==> src/shared/fcs_pkg.sv <==
// fcs_pkg: constants shared by the flash command sequencer files.
// assumes a 50 MHz system clock and word-aligned 32-bit register offsets.
`default_nettype none

package fcs_pkg;

  // ----------------------------------------------------------------
  // register offsets (byte addresses)
  // ----------------------------------------------------------------
  localparam logic [7:0] FCS_OFF_CLKDIV = 8'h00;
  localparam logic [7:0] FCS_OFF_STAT = 8'h04;
  localparam logic [7:0] FCS_OFF_CIDX = 8'h08;
  localparam logic [7:0] FCS_OFF_COB = 8'h0c;
  localparam logic [7:0] FCS_OFF_ISTAT = 8'h10;
  localparam logic [7:0] FCS_OFF_IMASK = 8'h14;

  // ----------------------------------------------------------------
  // field positions
  // ----------------------------------------------------------------
  localparam int FCS_DIV_LD = 7;
  localparam int FCS_DIV_LCK = 6;
  localparam int FCS_ST_COMMAND_COMPLETE_FLAG = 7;
  localparam int FCS_ST_ACCESS_ERROR_FLAG = 5;
  localparam int FCS_ST_PROTECTION_VIOLATION_FLAG = 4;
  localparam int FCS_ST_MG1 = 1;
  localparam int FCS_ST_MG0 = 0;
  localparam int FCS_IRQ_DONE = 0;
  localparam int FCS_IRQ_ACC = 1;
  localparam int FCS_IRQ_FAIL = 2;
  localparam int FCS_IRQ_W = 3;

  // ----------------------------------------------------------------
  // reset values and command codes
  // ----------------------------------------------------------------
  localparam logic [7:0] FCS_RST_CLKDIV = 8'h00;
  localparam logic [2:0] FCS_RST_CIDX = 3'h0;
  localparam logic [7:0] FCS_CMD_ERSVFY_BLK = 8'h02;
  localparam logic [2:0] FCS_CIDX_FIRST = 3'h0;
  localparam logic [1:0] FCS_SEL_EEPROM = 2'h0;

  // ----------------------------------------------------------------
  // timing: clock rate and flash timebase
  // ----------------------------------------------------------------
  localparam int FCS_CLK_HZ = 50000000;
  localparam int FCS_TB_HZ = 1000000;
  localparam int FCS_TB_CYC = FCS_CLK_HZ / FCS_TB_HZ;

  // sequencer states
  typedef enum logic [1:0] {
    FCS_IDLE,
    FCS_REQ,
    FCS_WAIT,
    FCS_DONE
  } fcs_state_t;

endpackage : fcs_pkg

`default_nettype wire

==> src/hw/fcs_timebase.sv <==
// fcs_timebase: divides the system clock down to the flash timebase tick.
// assumes the divider value is stable while commands run.
`timescale 1ns/1ps
`default_nettype none

module fcs_timebase
  import fcs_pkg::*;
#(
  parameter int DIV_W = 6
) (
  // clock and reset
  input wire logic clk_sys_i,
  input wire logic nrst_i,
  // divider control
  input wire logic en_i,
  input wire logic [DIV_W-1:0] div_i,
  // timebase
  output logic tick_o
);

  logic [DIV_W-1:0] cnt_r;
  logic tick_r;

  // ----------------------------------------------------------------
  // counter: period is div_i + 1 clocks
  // ----------------------------------------------------------------
  always_ff @(posedge clk_sys_i or negedge nrst_i) begin
    if (!nrst_i) begin
      cnt_r <= '0;
      tick_r <= 1'b0;
    end else if (!en_i) begin
      cnt_r <= '0;
      tick_r <= 1'b0;
    end else if (cnt_r >= div_i) begin
      cnt_r <= '0;
      tick_r <= 1'b1;
    end else begin
      cnt_r <= cnt_r + 1'b1;
      tick_r <= 1'b0;
    end
  end

  assign tick_o = tick_r;

endmodule : fcs_timebase

`default_nettype wire

==> src/hw/fcs_seq.sv <==
// fcs_seq: flash command sequencer with erase verify block and clock divider.
// assumes a flash array read port on the same clock answering with valid.
//
// Behaviour
// - erase verify block is code 0x02 at index 000, checks whole block
// - selection 00 picks eeprom, 01/10/11 pick program flash
// - clearing the complete flag launches the verify reads
// - complete flag sets again only after the whole operation ends
// - a non-blank block sets both controller status bits
// - index other than 000 at launch sets access error
// - upper status bit sets on any read error or blank failure
// - lower status bit sets on uncorrectable error or blank failure
// - command object accepts writes only while no command runs
// - divider register reads fully, bit 7 never writable
// - normal mode: lock bit sets once, then divider field frozen
// - special mode: bits 6..0 always writable, bit 7 read-only
// - loaded bit reads 0 until first divider write after reset
// - reset or a special mode write with bit 6 at 0 clears the divider lock
// - divider field divides system clock to 1 MHz timebase
//
// Decided for this implementation: the strobed register port and the register offsets.
`timescale 1ns/1ps
`default_nettype none

module fcs_seq
  import fcs_pkg::*;
#(
  parameter int DW = 32,
  parameter int AW = 16,
  parameter int PF_WORDS = 16384,
  parameter int EE_WORDS = 1024
) (
  // clock and reset
  input wire logic clk_sys_i,
  input wire logic nrst_i,
  // mode pin
  input wire logic special_mode_i,
  // register port
  input wire logic [7:0] reg_addr_i,
  input wire logic [31:0] reg_wdata_i,
  input wire logic reg_wr_i,
  input wire logic reg_rd_i,
  output logic [31:0] reg_rdata_o,
  // flash array read port
  output logic fl_rd_o,
  output logic fl_sel_pf_o,
  output logic [AW-1:0] fl_addr_o,
  input wire logic fl_valid_i,
  input wire logic [DW-1:0] fl_rdata_i,
  input wire logic fl_sbe_i,
  input wire logic fl_dbe_i,
  // status
  output logic busy_o,
  output logic tick_1mhz_o,
  output logic irq_o
);

  // ----------------------------------------------------------------
  // declarations
  // ----------------------------------------------------------------
  logic div_ld_r, div_lck_r, command_complete_flag_r, access_error_flag_r, mg1_r, mg0_r, special_r, sel_pf_r;
  logic [5:0] div_val_r;
  logic [2:0] cidx_r, mode_sync_r;
  logic [15:0] cob_r [8];
  logic [FCS_IRQ_W-1:0] ist_r, imask_r, ev_set;
  logic [31:0] rdata_r;
  fcs_state_t state_r;
  logic [AW-1:0] addr_r, last_addr;
  logic wr_div, wr_stat, wr_cidx, wr_cob, wr_ist, wr_imask;
  logic launch, launch_bad, launch_ok, rd_done, blank_fail, fin;

  localparam logic [AW-1:0] PF_LAST = AW'(PF_WORDS - 1);
  localparam logic [AW-1:0] EE_LAST = AW'(EE_WORDS - 1);

  // ----------------------------------------------------------------
  // address decode
  // ----------------------------------------------------------------
  // write strobes per register
  assign wr_div = reg_wr_i && (reg_addr_i == FCS_OFF_CLKDIV);
  assign wr_stat = reg_wr_i && (reg_addr_i == FCS_OFF_STAT);
  assign wr_cidx = reg_wr_i && (reg_addr_i == FCS_OFF_CIDX);
  assign wr_cob = reg_wr_i && (reg_addr_i == FCS_OFF_COB);
  assign wr_ist = reg_wr_i && (reg_addr_i == FCS_OFF_ISTAT);
  assign wr_imask = reg_wr_i && (reg_addr_i == FCS_OFF_IMASK);

  // ----------------------------------------------------------------
  // special mode pin synchroniser
  // ----------------------------------------------------------------
  // three stages; the mode follows once stages two and three agree
  always_ff @(posedge clk_sys_i or negedge nrst_i) begin
    if (!nrst_i) begin
      mode_sync_r <= 3'h0;
      special_r <= 1'b0;
    end else begin
      mode_sync_r <= {mode_sync_r[1:0], special_mode_i};
      if (mode_sync_r[1] == mode_sync_r[2]) begin
        special_r <= mode_sync_r[2];
      end
    end
  end

  // ----------------------------------------------------------------
  // clock divider register
  // ----------------------------------------------------------------
  // loaded bit sticky
  always_ff @(posedge clk_sys_i or negedge nrst_i) begin
    if (!nrst_i) begin
      div_ld_r <= FCS_RST_CLKDIV[FCS_DIV_LD];
    end else if (wr_div) begin
      div_ld_r <= 1'b1;
    end
  end

  always_ff @(posedge clk_sys_i or negedge nrst_i) begin
    if (!nrst_i) begin
      div_lck_r <= FCS_RST_CLKDIV[FCS_DIV_LCK];
    end else if (wr_div) begin
      if (special_r) begin
        div_lck_r <= reg_wdata_i[FCS_DIV_LCK];
      end else begin
        div_lck_r <= div_lck_r | reg_wdata_i[FCS_DIV_LCK];
      end
    end
  end

  always_ff @(posedge clk_sys_i or negedge nrst_i) begin
    if (!nrst_i) begin
      div_val_r <= FCS_RST_CLKDIV[5:0];
    end else if (wr_div && (special_r || !div_lck_r)) begin
      div_val_r <= reg_wdata_i[5:0];
    end
  end

  // ----------------------------------------------------------------
  // flash timebase
  // ----------------------------------------------------------------
  // divide to 1 MHz
  fcs_timebase #(
    .DIV_W(6)
  ) u_tb (
    .clk_sys_i(clk_sys_i),
    .nrst_i(nrst_i),
    .en_i(div_ld_r),
    .div_i(div_val_r),
    .tick_o(tick_1mhz_o)
  );

  // ----------------------------------------------------------------
  // command object
  // ----------------------------------------------------------------
  // writes only while idle
  always_ff @(posedge clk_sys_i or negedge nrst_i) begin
    if (!nrst_i) begin
      cidx_r <= FCS_RST_CIDX;
    end else if (wr_cidx && command_complete_flag_r) begin
      cidx_r <= reg_wdata_i[2:0];
    end
  end

  always_ff @(posedge clk_sys_i or negedge nrst_i) begin
    if (!nrst_i) begin
      for (int i = 0; i < 8; i++) begin
        cob_r[i] <= 16'h0000;
      end
    end else if (wr_cob && command_complete_flag_r) begin
      cob_r[cidx_r] <= reg_wdata_i[15:0];
    end
  end

  // ----------------------------------------------------------------
  // launch decode
  // ----------------------------------------------------------------
  // launch by clearing command_complete_flag (write one)
  assign launch = wr_stat && reg_wdata_i[FCS_ST_COMMAND_COMPLETE_FLAG] && command_complete_flag_r;
  assign launch_bad = (cidx_r != FCS_CIDX_FIRST)
                      || (cob_r[0][15:8] != FCS_CMD_ERSVFY_BLK);
  assign launch_ok = launch && !launch_bad;

  // read answer outcome
  assign rd_done = (state_r == FCS_WAIT) && fl_valid_i;
  assign blank_fail = rd_done && (fl_rdata_i != {DW{1'b1}});
  assign last_addr = sel_pf_r ? PF_LAST : EE_LAST;

  // ----------------------------------------------------------------
  // verify sequencer
  // ----------------------------------------------------------------
  always_ff @(posedge clk_sys_i or negedge nrst_i) begin
    if (!nrst_i) begin
      state_r <= FCS_IDLE;
    end else begin
      unique case (state_r)
        FCS_IDLE: begin
          if (launch) begin
            state_r <= launch_bad ? FCS_DONE : FCS_REQ;
          end
        end
        FCS_REQ: begin
          state_r <= FCS_WAIT;
        end
        FCS_WAIT: begin
          if (fl_valid_i) begin
            state_r <= (addr_r == last_addr) ? FCS_DONE : FCS_REQ;
          end
        end
        FCS_DONE: begin
          state_r <= FCS_IDLE;
        end
      endcase
    end
  end

  always_ff @(posedge clk_sys_i or negedge nrst_i) begin
    if (!nrst_i) begin
      sel_pf_r <= 1'b0;
    end else if (launch_ok) begin
      sel_pf_r <= (cob_r[0][1:0] != FCS_SEL_EEPROM);
    end
  end

  // walk every word of the block
  always_ff @(posedge clk_sys_i or negedge nrst_i) begin
    if (!nrst_i) begin
      addr_r <= '0;
    end else if (launch_ok) begin
      addr_r <= '0;
    end else if (rd_done && (addr_r != last_addr)) begin
      addr_r <= addr_r + 1'b1;
    end
  end

  assign fl_rd_o = (state_r == FCS_REQ);
  assign fl_addr_o = addr_r;
  assign fl_sel_pf_o = sel_pf_r;
  assign busy_o = !command_complete_flag_r;
  assign fin = (state_r == FCS_DONE);

  // ----------------------------------------------------------------
  // flash status register
  // ----------------------------------------------------------------
  // command_complete_flag set only at the end
  always_ff @(posedge clk_sys_i or negedge nrst_i) begin
    if (!nrst_i) begin
      command_complete_flag_r <= 1'b1;
    end else if (launch) begin
      command_complete_flag_r <= 1'b0;
    end else if (fin) begin
      command_complete_flag_r <= 1'b1;
    end
  end

  // access error at launch, write one clears
  always_ff @(posedge clk_sys_i or negedge nrst_i) begin
    if (!nrst_i) begin
      access_error_flag_r <= 1'b0;
    end else if (launch && launch_bad) begin
      access_error_flag_r <= 1'b1;
    end else if (wr_stat && reg_wdata_i[FCS_ST_ACCESS_ERROR_FLAG]) begin
      access_error_flag_r <= 1'b0;
    end
  end

  // upper bit: any error or blank fail
  always_ff @(posedge clk_sys_i or negedge nrst_i) begin
    if (!nrst_i) begin
      mg1_r <= 1'b0;
    end else if (launch_ok) begin
      mg1_r <= 1'b0;
    end else if (rd_done && (fl_sbe_i || fl_dbe_i || blank_fail)) begin
      mg1_r <= 1'b1;
    end
  end

  // lower bit: uncorrectable or blank fail
  always_ff @(posedge clk_sys_i or negedge nrst_i) begin
    if (!nrst_i) begin
      mg0_r <= 1'b0;
    end else if (launch_ok) begin
      mg0_r <= 1'b0;
    end else if (rd_done && (fl_dbe_i || blank_fail)) begin
      mg0_r <= 1'b1;
    end
  end

  // ----------------------------------------------------------------
  // interrupt status and mask
  // ----------------------------------------------------------------
  // event sources, msb first: verify failure, access error, done
  assign ev_set = {fin && mg1_r, launch && launch_bad, fin};

  // sticky bits; a set in the clearing cycle wins
  always_ff @(posedge clk_sys_i or negedge nrst_i) begin
    if (!nrst_i) begin
      ist_r <= '0;
    end else begin
      ist_r <= (ist_r & ~(wr_ist ? reg_wdata_i[FCS_IRQ_W-1:0] : '0)) | ev_set;
    end
  end

  // mask register
  always_ff @(posedge clk_sys_i or negedge nrst_i) begin
    if (!nrst_i) begin
      imask_r <= '0;
    end else if (wr_imask) begin
      imask_r <= reg_wdata_i[FCS_IRQ_W-1:0];
    end
  end

  assign irq_o = |(ist_r & imask_r);

  // ----------------------------------------------------------------
  // read data
  // ----------------------------------------------------------------
  // all divider bits read back
  always_ff @(posedge clk_sys_i or negedge nrst_i) begin
    if (!nrst_i) begin
      rdata_r <= 32'h0000_0000;
    end else if (reg_rd_i) begin
      rdata_r <= 32'h0000_0000;
      unique case (reg_addr_i)
        FCS_OFF_CLKDIV: begin
          rdata_r[7:0] <= {div_ld_r, div_lck_r, div_val_r};
        end
        FCS_OFF_STAT: begin
          rdata_r[FCS_ST_COMMAND_COMPLETE_FLAG] <= command_complete_flag_r;
          rdata_r[FCS_ST_ACCESS_ERROR_FLAG] <= access_error_flag_r; // protection flag never set, reads 0
          rdata_r[FCS_ST_MG1] <= mg1_r;
          rdata_r[FCS_ST_MG0] <= mg0_r;
        end
        FCS_OFF_CIDX: begin
          rdata_r[2:0] <= cidx_r;
        end
        FCS_OFF_COB: begin
          rdata_r[15:0] <= cob_r[cidx_r];
        end
        FCS_OFF_ISTAT: begin
          rdata_r[FCS_IRQ_W-1:0] <= ist_r;
        end
        FCS_OFF_IMASK: begin
          rdata_r[FCS_IRQ_W-1:0] <= imask_r;
        end
        default: begin
          rdata_r <= 32'h0000_0000; // unmapped reads zero
        end
      endcase
    end else begin
      rdata_r <= 32'h0000_0000;
    end
  end

  assign reg_rdata_o = rdata_r;

endmodule : fcs_seq

`default_nettype wire

==> config.mk <==
export PLATFORM = sky130hd
export DESIGN_NAME = fcs_seq
export DESIGN_NICKNAME = d
export VERILOG_FILES = /design/src/shared/fcs_pkg.sv /design/src/hw/fcs_timebase.sv /design/src/hw/fcs_seq.sv
export SDC_FILE = /design/constraint.sdc
export NUM_CORES = 1
export LEC_CHECK = 0
export ABC_AREA = 1
export ABC_CLOCK_PERIOD_IN_PS = 5100
export BUFFER_PORTS_ARGS = -buffer_cell sky130_fd_sc_hd__buf_2
export CORE_MARGIN = 1.5
export CORE_UTILIZATION = 40
export DETAILED_ROUTE_END_ITERATION = 8
export MAX_ROUTING_LAYER = met4
export PLACE_DENSITY = 0.62
export SLEW_MARGIN = 10
export SYNTH_ARGS = -nofsm -noshare
export SYNTH_HDL_FRONTEND = slang
export SYNTH_SLANG_ARGS = --single-unit
==> constraint.sdc <==
create_clock -name clk_sys_i -period 5.1 [get_ports clk_sys_i]
set_input_delay 0.255 -clock clk_sys_i [delete_from_list [all_inputs] [get_ports clk_sys_i]]
set_output_delay 0.255 -clock clk_sys_i [all_outputs]
set_load 0.1 [all_outputs]
Yosys cells after proc, flatten, opt, wreduce, memory -nomap -nowiden
Index checks and enable logic that the tools add are counted.
{"block": "totals", "out_inout_bits": 53, "ff_bits": 211, "in_bits": 80, "word_cells": 128}
{"block": "op_classes", "reduce_logical": 40, "order_cmp": 3, "bitwise": 6, "addsub": 2, "n_eq_ne": 15, "muxes": 36}
{"op": "$bwmux W128", "n": 1}
{"op": "$mux W16", "n": 6}
{"op": "$bmux W16 S3", "n": 1}
{"op": "$demux W16 S3", "n": 1}
{"op": "$ne A32 B32 Y1 const B", "n": 1}
{"op": "$logic_and A1 B1 Y1", "n": 21}
{"op": "$add A16 B1 Y16 const B", "n": 1}
{"op": "$eq A16 B14 Y1", "n": 1}
{"op": "$eq A8 B4 Y1 const B", "n": 2}
{"op": "$eq A8 B5 Y1 const B", "n": 2}
{"op": "$ne A16 B14 Y1", "n": 1}
{"op": "$mux W14", "n": 1}
{"op": "$mux W6", "n": 2}
{"op": "$pmux W2 S6", "n": 1}
{"op": "$reduce_bool A2 Y1", "n": 6}
{"op": "$mux W1", "n": 11}
{"op": "$eq A8 B3 Y1 const B", "n": 1}
{"op": "$logic_not A8 Y1", "n": 1}
{"op": "$mux W2", "n": 4}
{"op": "$mux W8", "n": 1}
{"op": "$ne A8 B2 Y1 const B", "n": 1}
{"op": "$pmux W2 S4", "n": 1}
{"op": "$add A6 B1 Y6 const B", "n": 1}
{"op": "$and A3 B3 Y3", "n": 2}
{"op": "other kinds (22)", "n": 31}

Longest topological paths before layout
{"block": "depth", "depth_word": 7, "depth_mapped": 11, "ltp_nobuf": 10}

By module
A second synthesis with hierarchy kept.
{"block": "hier_totals", "cells_unflattened": 1312, "hier_area_um2": 9839.4}
{"module": "fcs_seq", "area_each_um2": 9370.2, "cells_each": 1254, "n_inst": 1, "seq_area_each_um2": 4705.8}
{"module": "fcs_timebase", "area_each_um2": 469.2, "cells_each": 58, "n_inst": 1, "seq_area_each_um2": 175.2}

Worst setup path before layout
Ideal clock, no wire load.
{"block": "synth_path", "path_type": "register -> register", "from": "register addr_r[0], in the netlist fl_addr_o[0]", "to": "register addr_r[2], in the netlist fl_addr_o[2]", "period_less_slack_ns": 2.379, "setup_ns": 0.121, "t_arrival_ns": 2.258, "setup_slack_ns": 2.721, "required_time_ns": 4.979, "n_path_buf": 1, "stages_incl_launch_ff": 12, "cell_sequence": "dfrtp_1 > ha_1 > inv_1 > nor2_2 > nand2_1 > nor2_2 > nand2_2 > nand2_4 > inv_2 > buf_6 > nand3_1 > nand2_1"}
{"block": "synth_via", "elab_chain_len": 3, "elab_cells_between_ends": 6, "cone_classes": "1 x add/sub; 1 x eq/ne; 2 x mux; 2 x reduce/logical"}
{"item": "start: declaration", "line_no": "fcs_seq.sv:68", "source": "logic [AW-1:0] addr_r, last_addr;"}
{"item": "start signal: assignment", "line_no": "fcs_seq.sv:227", "source": "addr_r <= addr_r + 1'b1;"}
{"item": "$add A16 B1 Y16 / $ne A16 B14 Y1 (equally long branches)", "line_no": "fcs_seq.sv:227, fcs_seq.sv:226"}
{"item": "$mux W16 / $logic_and A1 B1 Y1 (equally long branches)", "line_no": "fcs_seq.sv:226", "source": "end else if (rd_done && (addr_r != last_addr)) begin"}
{"item": "$mux W16 / $reduce_bool A2 Y1 (equally long branches)"}
Parallel ways exist; a longest one is shown, timed or not. The select of a mux whose other input is x is not followed.
A chain may end at the register's enable or synchronous reset.

Worst setup path in the final report
{"block": "layout_path", "from": "register cidx_r[1]", "to": "register cob_r[12] (netlist bit)"}
{"block": "layout_via", "elab_chain_len": 6, "elab_cells_between_ends": 7, "cone_classes": "2 x order compare; 3 x mux; 1 x bitwise; 1 x reduce/logical"}
{"item": "start: declaration", "line_no": "fcs_seq.sv:63", "source": "logic [2:0] cidx_r, mode_sync_r;"}
{"item": "start signal: assignment", "line_no": "fcs_seq.sv:156", "source": "cidx_r <= reg_wdata_i[2:0];"}
{"item": "$not A3 Y4 (implied by the code) (*)", "line_no": "fcs_seq.sv:166", "source": "cob_r[cidx_r] <= reg_wdata_i[15:0];"}
{"item": "$ge A4 B4 Y1 (implied by the code) / $lt A4 B1 Y1 (equally long branches)", "line_no": "fcs_seq.sv:166"}
{"item": "$logic_and A1 B1 Y1 (implied by the code)", "line_no": "fcs_seq.sv:166"}
{"item": "$mux W16 (implied by the code)", "line_no": "fcs_seq.sv:166"}
{"item": "$demux W16 S3 (*)", "line_no": "fcs_seq.sv:166"}
{"item": "$bwmux W128 (*)", "line_no": "fcs_seq.sv:166"}
{"item": "end signal: indexed assignment", "line_no": "fcs_seq.sv:166"}
{"item": "end: declaration", "line_no": "fcs_seq.sv:64", "source": "logic [15:0] cob_r [8];"}
Every way passes the cells marked *; elsewhere a longest branch is shown, timed or not.

==> metrics.txt <==
status finished, final reports clean; critical-path cell list buf_4, inv_2, buf_4, nor3_2, nand2_4, nand2_1, o21ai_0; source of the critical timing path cidx_r[1]; Tightest Hold Check Type in2reg; post-synth cell types 41; worst skew pair latency between 0.4 and 0.5 ns; TritonCTS clock tree built; synth warn 0; R2R Path Start cidx_r[1]; share of layout cells above drive strength 1 approximately 15%; Inserted Clock Buffers 17; synthesized area per cell around 8 sq um; vias 8,181; Synth Register Bits 195; GRT Total Usage between 20% and 30%; die area about 25,000 sq um; Initial DRC Count 600; area grow syn2layout 11.84%; antenna violations before repair 1; Critical Path Most Common Cell buf_4; CP Data Arrival Time ~2.8 ns; Layout Utilization between 40% and 50%; worst IR drop on VDD around 0.25 mV; fraction of the yosys area taken by sequential cells roughly half; first-pass GRT wire length ~41,000 microns; M1 GR Usage roughly 27%; Tmin final between 2 and 2.5 ns; wire per inst between 15 and 20 microns; Root Driver clkbuf_16; Worst Skew between 0.009 and 0.01 ns; mapped cell area 9739 sq um; Reg2Reg Capture Point cob_r[12]; RSZ-0062 raised after global routing no; Worst-path clk slew approximately 0.07 ns; Post-synth EDFFs 0; vias in the first global route about 8k; Top FF cell, synth dfrtp_1; total power around 3.6 mW; Crit path depth 7; WL final 24,730 microns; Pwr Density roughly 330 nW/um^2; fillers roughly 2.4k; Max clock buf depth 2; Layout Nets between 1k and 1.5k; largest net degree at the start of global routing 109; ys async rst share 100.0%; Fmax ~400 MHz; Vias/cell 5.022; max-cap violation count 0; Syn Inst Count 1,221; Die X-Extent about 160 microns; CP Class reg2reg; Slowest-stage cell, CP nor3_2; Tcrit/Tclk final 48.66%; initial core utilization ~41%; crit path launch type flop; Worst R2R Path Depth 7; # IOs 133; Tightest Pin Transition 0.8916 ns; H-tree lvl count 4; Max-slew headroom 40.56%; Routed Antenna Nets 0; post-cts sizing count 0; FP Rows between 50 and 60; Worst setup EP type flop; Buf/Inv on CP 3; Worst EP required between 5 and 6 ns; Multi-input gate area roughly 4200 sq um; met2 usage approximately a third; core area approximately 24,000 sq um; final-report hold violation count 0; Storage cell area about 4900 sq um; GR peak layer met2; Die Y around 160 microns; PortBufs 100; clock sinks a little under 200; met3 usage under 10%; crit path capture cob_r[12]; Fin Setup TNS 0 ns; Pins Over Slew Limit 0; DRT Pass-1 Iters 5; CP delay by family, top simple AND/OR/NAND/NOR gates; leakage power around 5.5 nW; r2r setup slk 2.62 ns; GRT Residual Overflow 0; dpl hpwl around 16,000 microns; slowest stage delay, CP between 0.5 and 0.6 ns; placer congestion estimate around 0.87; crit path max fanout 32; # setup viols final 0; DRC viols 0
-- cells in the final DEF, fill, tap and decap left out, types with 16 or more instances in the layout --
master	synthesis	final
inv_1	76	76
buf_2	20	99
o21ai_0	111	111
nand3_1	63	63
nand2_1	448	448
nor2_1	70	70
conb_1	1	16
o21ai_2	16	16
a21oi_1	41	41
o21ai_1	37	37
dfrtp_1	194	194
clkbuf_16	0	17
-- stage by stage --
step | cells | worst slack, ns | hold slack (ns) | area [sq um]
6_report | 1629 | 2.618 | 0.04634 | 10890
5_1_grt | 1629 | 2.416 | 0.06165 | 10890
4_1_cts | 1628 | 2.610 | 0.03375 | 10890
3_5_place_dp | 1595 | 2.614 | 0.3404 | 10310
3_3_place_gp | 1595 | 2.654 | 0.3354 | 10310
2_1_floorplan | 1236 | 2.721 | -0.04059 | 9796
-- layer usage --
layer / share of wire, % / wire [microns] / up-vias
met1: 46 / 11450 / 3905
li1: - / - / 4034
met2: 48 / 11910 / 199
met4: 1.9 / 480 / 0
met3: 3.6 / 880 / 43
met5: 0 / 0 / -
-- worst reg2reg max path: stages (launching register included) --
cell and delay (ns):
dfrtp_1 0.32, buf_4 0.34, inv_2 0.26, buf_4 0.28, nor3_2 0.54, nand2_4 0.37, nand2_1 0.16, o21ai_0 0.10
-- worst min path at each step --
stage                         startpoint                   to  cells past startpoint
final                     reg_wdata_i[1]         div_val_r[1]                      3
after global routing      reg_wdata_i[5]         div_val_r[5]                      3
after CTS                 reg_wdata_i[2]         div_val_r[2]                      3
after detailed placement  mode_sync_r[0]       mode_sync_r[1]                      0
after global placement    mode_sync_r[0]       mode_sync_r[1]                      0
after floorplan                   nrst_i  access_error_flag_r                      0
-- cells in the mapped netlist, types with 3 or more instances --
cell type,instances,area [sq um]
a21oi_1,41,205.2
and2_0,4,25.02
buf_2,20,100.1
buf_4,18,135.1
buf_6,14,157.7
clkbuf_1,13,48.80
dfrtp_1,194,4855
ha_1,8,100.1
inv_1,76,285.3
inv_2,5,18.77
nand2_1,448,1682
nand2_2,4,25.02
nand2_4,8,90.09
nand3_1,63,315.3
nand3b_1,3,22.52
nand4_1,13,81.33
nor2_1,70,262.8
nor2_2,7,43.79
nor3_1,7,35.03
nor3_2,6,60.06
o21a_1,7,52.55
o21ai_0,111,555.5
o21ai_1,37,185.2
o21ai_2,16,140.1
o21bai_1,3,22.52
xor2_1,7,61.31
-- registers in the layout, summed over array words and instances, names as in the netlist, 2 cells and up --
register / count
cob_r: 128
fl_addr_o: 16
reg_rdata_o: 16
div_val_r: 6
u_tb.cnt_r: 6
cidx_r: 3
imask_r: 3
ist_r: 3
mode_sync_r: 3
state_r: 2
-- kinds of logic after synthesis --
group	after synthesis	share of synthesized area (%)
fa+ha+maj	9	1.131
buf+inv	149	7.785
compound gates	219	12.26
xor+xnor	9	0.8094
flops	195	50.12
simple gates	639	27.86
other cells	1	0.03850
-- final cells by class --
| type | instances | area share (%) |
|---|---|---|
| diodes | 1 | 0.02297 |
| multi-input cells | 892 | 38.16 |
| repair buffers | 109 | 5.341 |
| flip-flops and latches | 195 | 44.81 |
| inverters | 82 | 2.837 |
| clock buffers | 18 | 4.032 |
| clock inverters | 13 | 1.137 |
| well taps | 319 | 3.664 |
-- report_power, final --
part           switching, mW  leakage (nW)  total [mW]  internal (mW)
Sequential            0.0686          2.62        1.68           1.61
Clock                  0.614         0.281        1.31          0.695
Combinational          0.462          2.58       0.604          0.141
-- what timing repair did --
| item | CTS | global route |
|---|---|---|
| hold endpoints to repair | 26 | 0 |
| hold buffers | 2 | 0 |
| endpoints found under the setup margin | 0 | 0 |
| buffers inserted | 0 | 0 |
No activity file was read; power rests on OpenSTA's default activity.
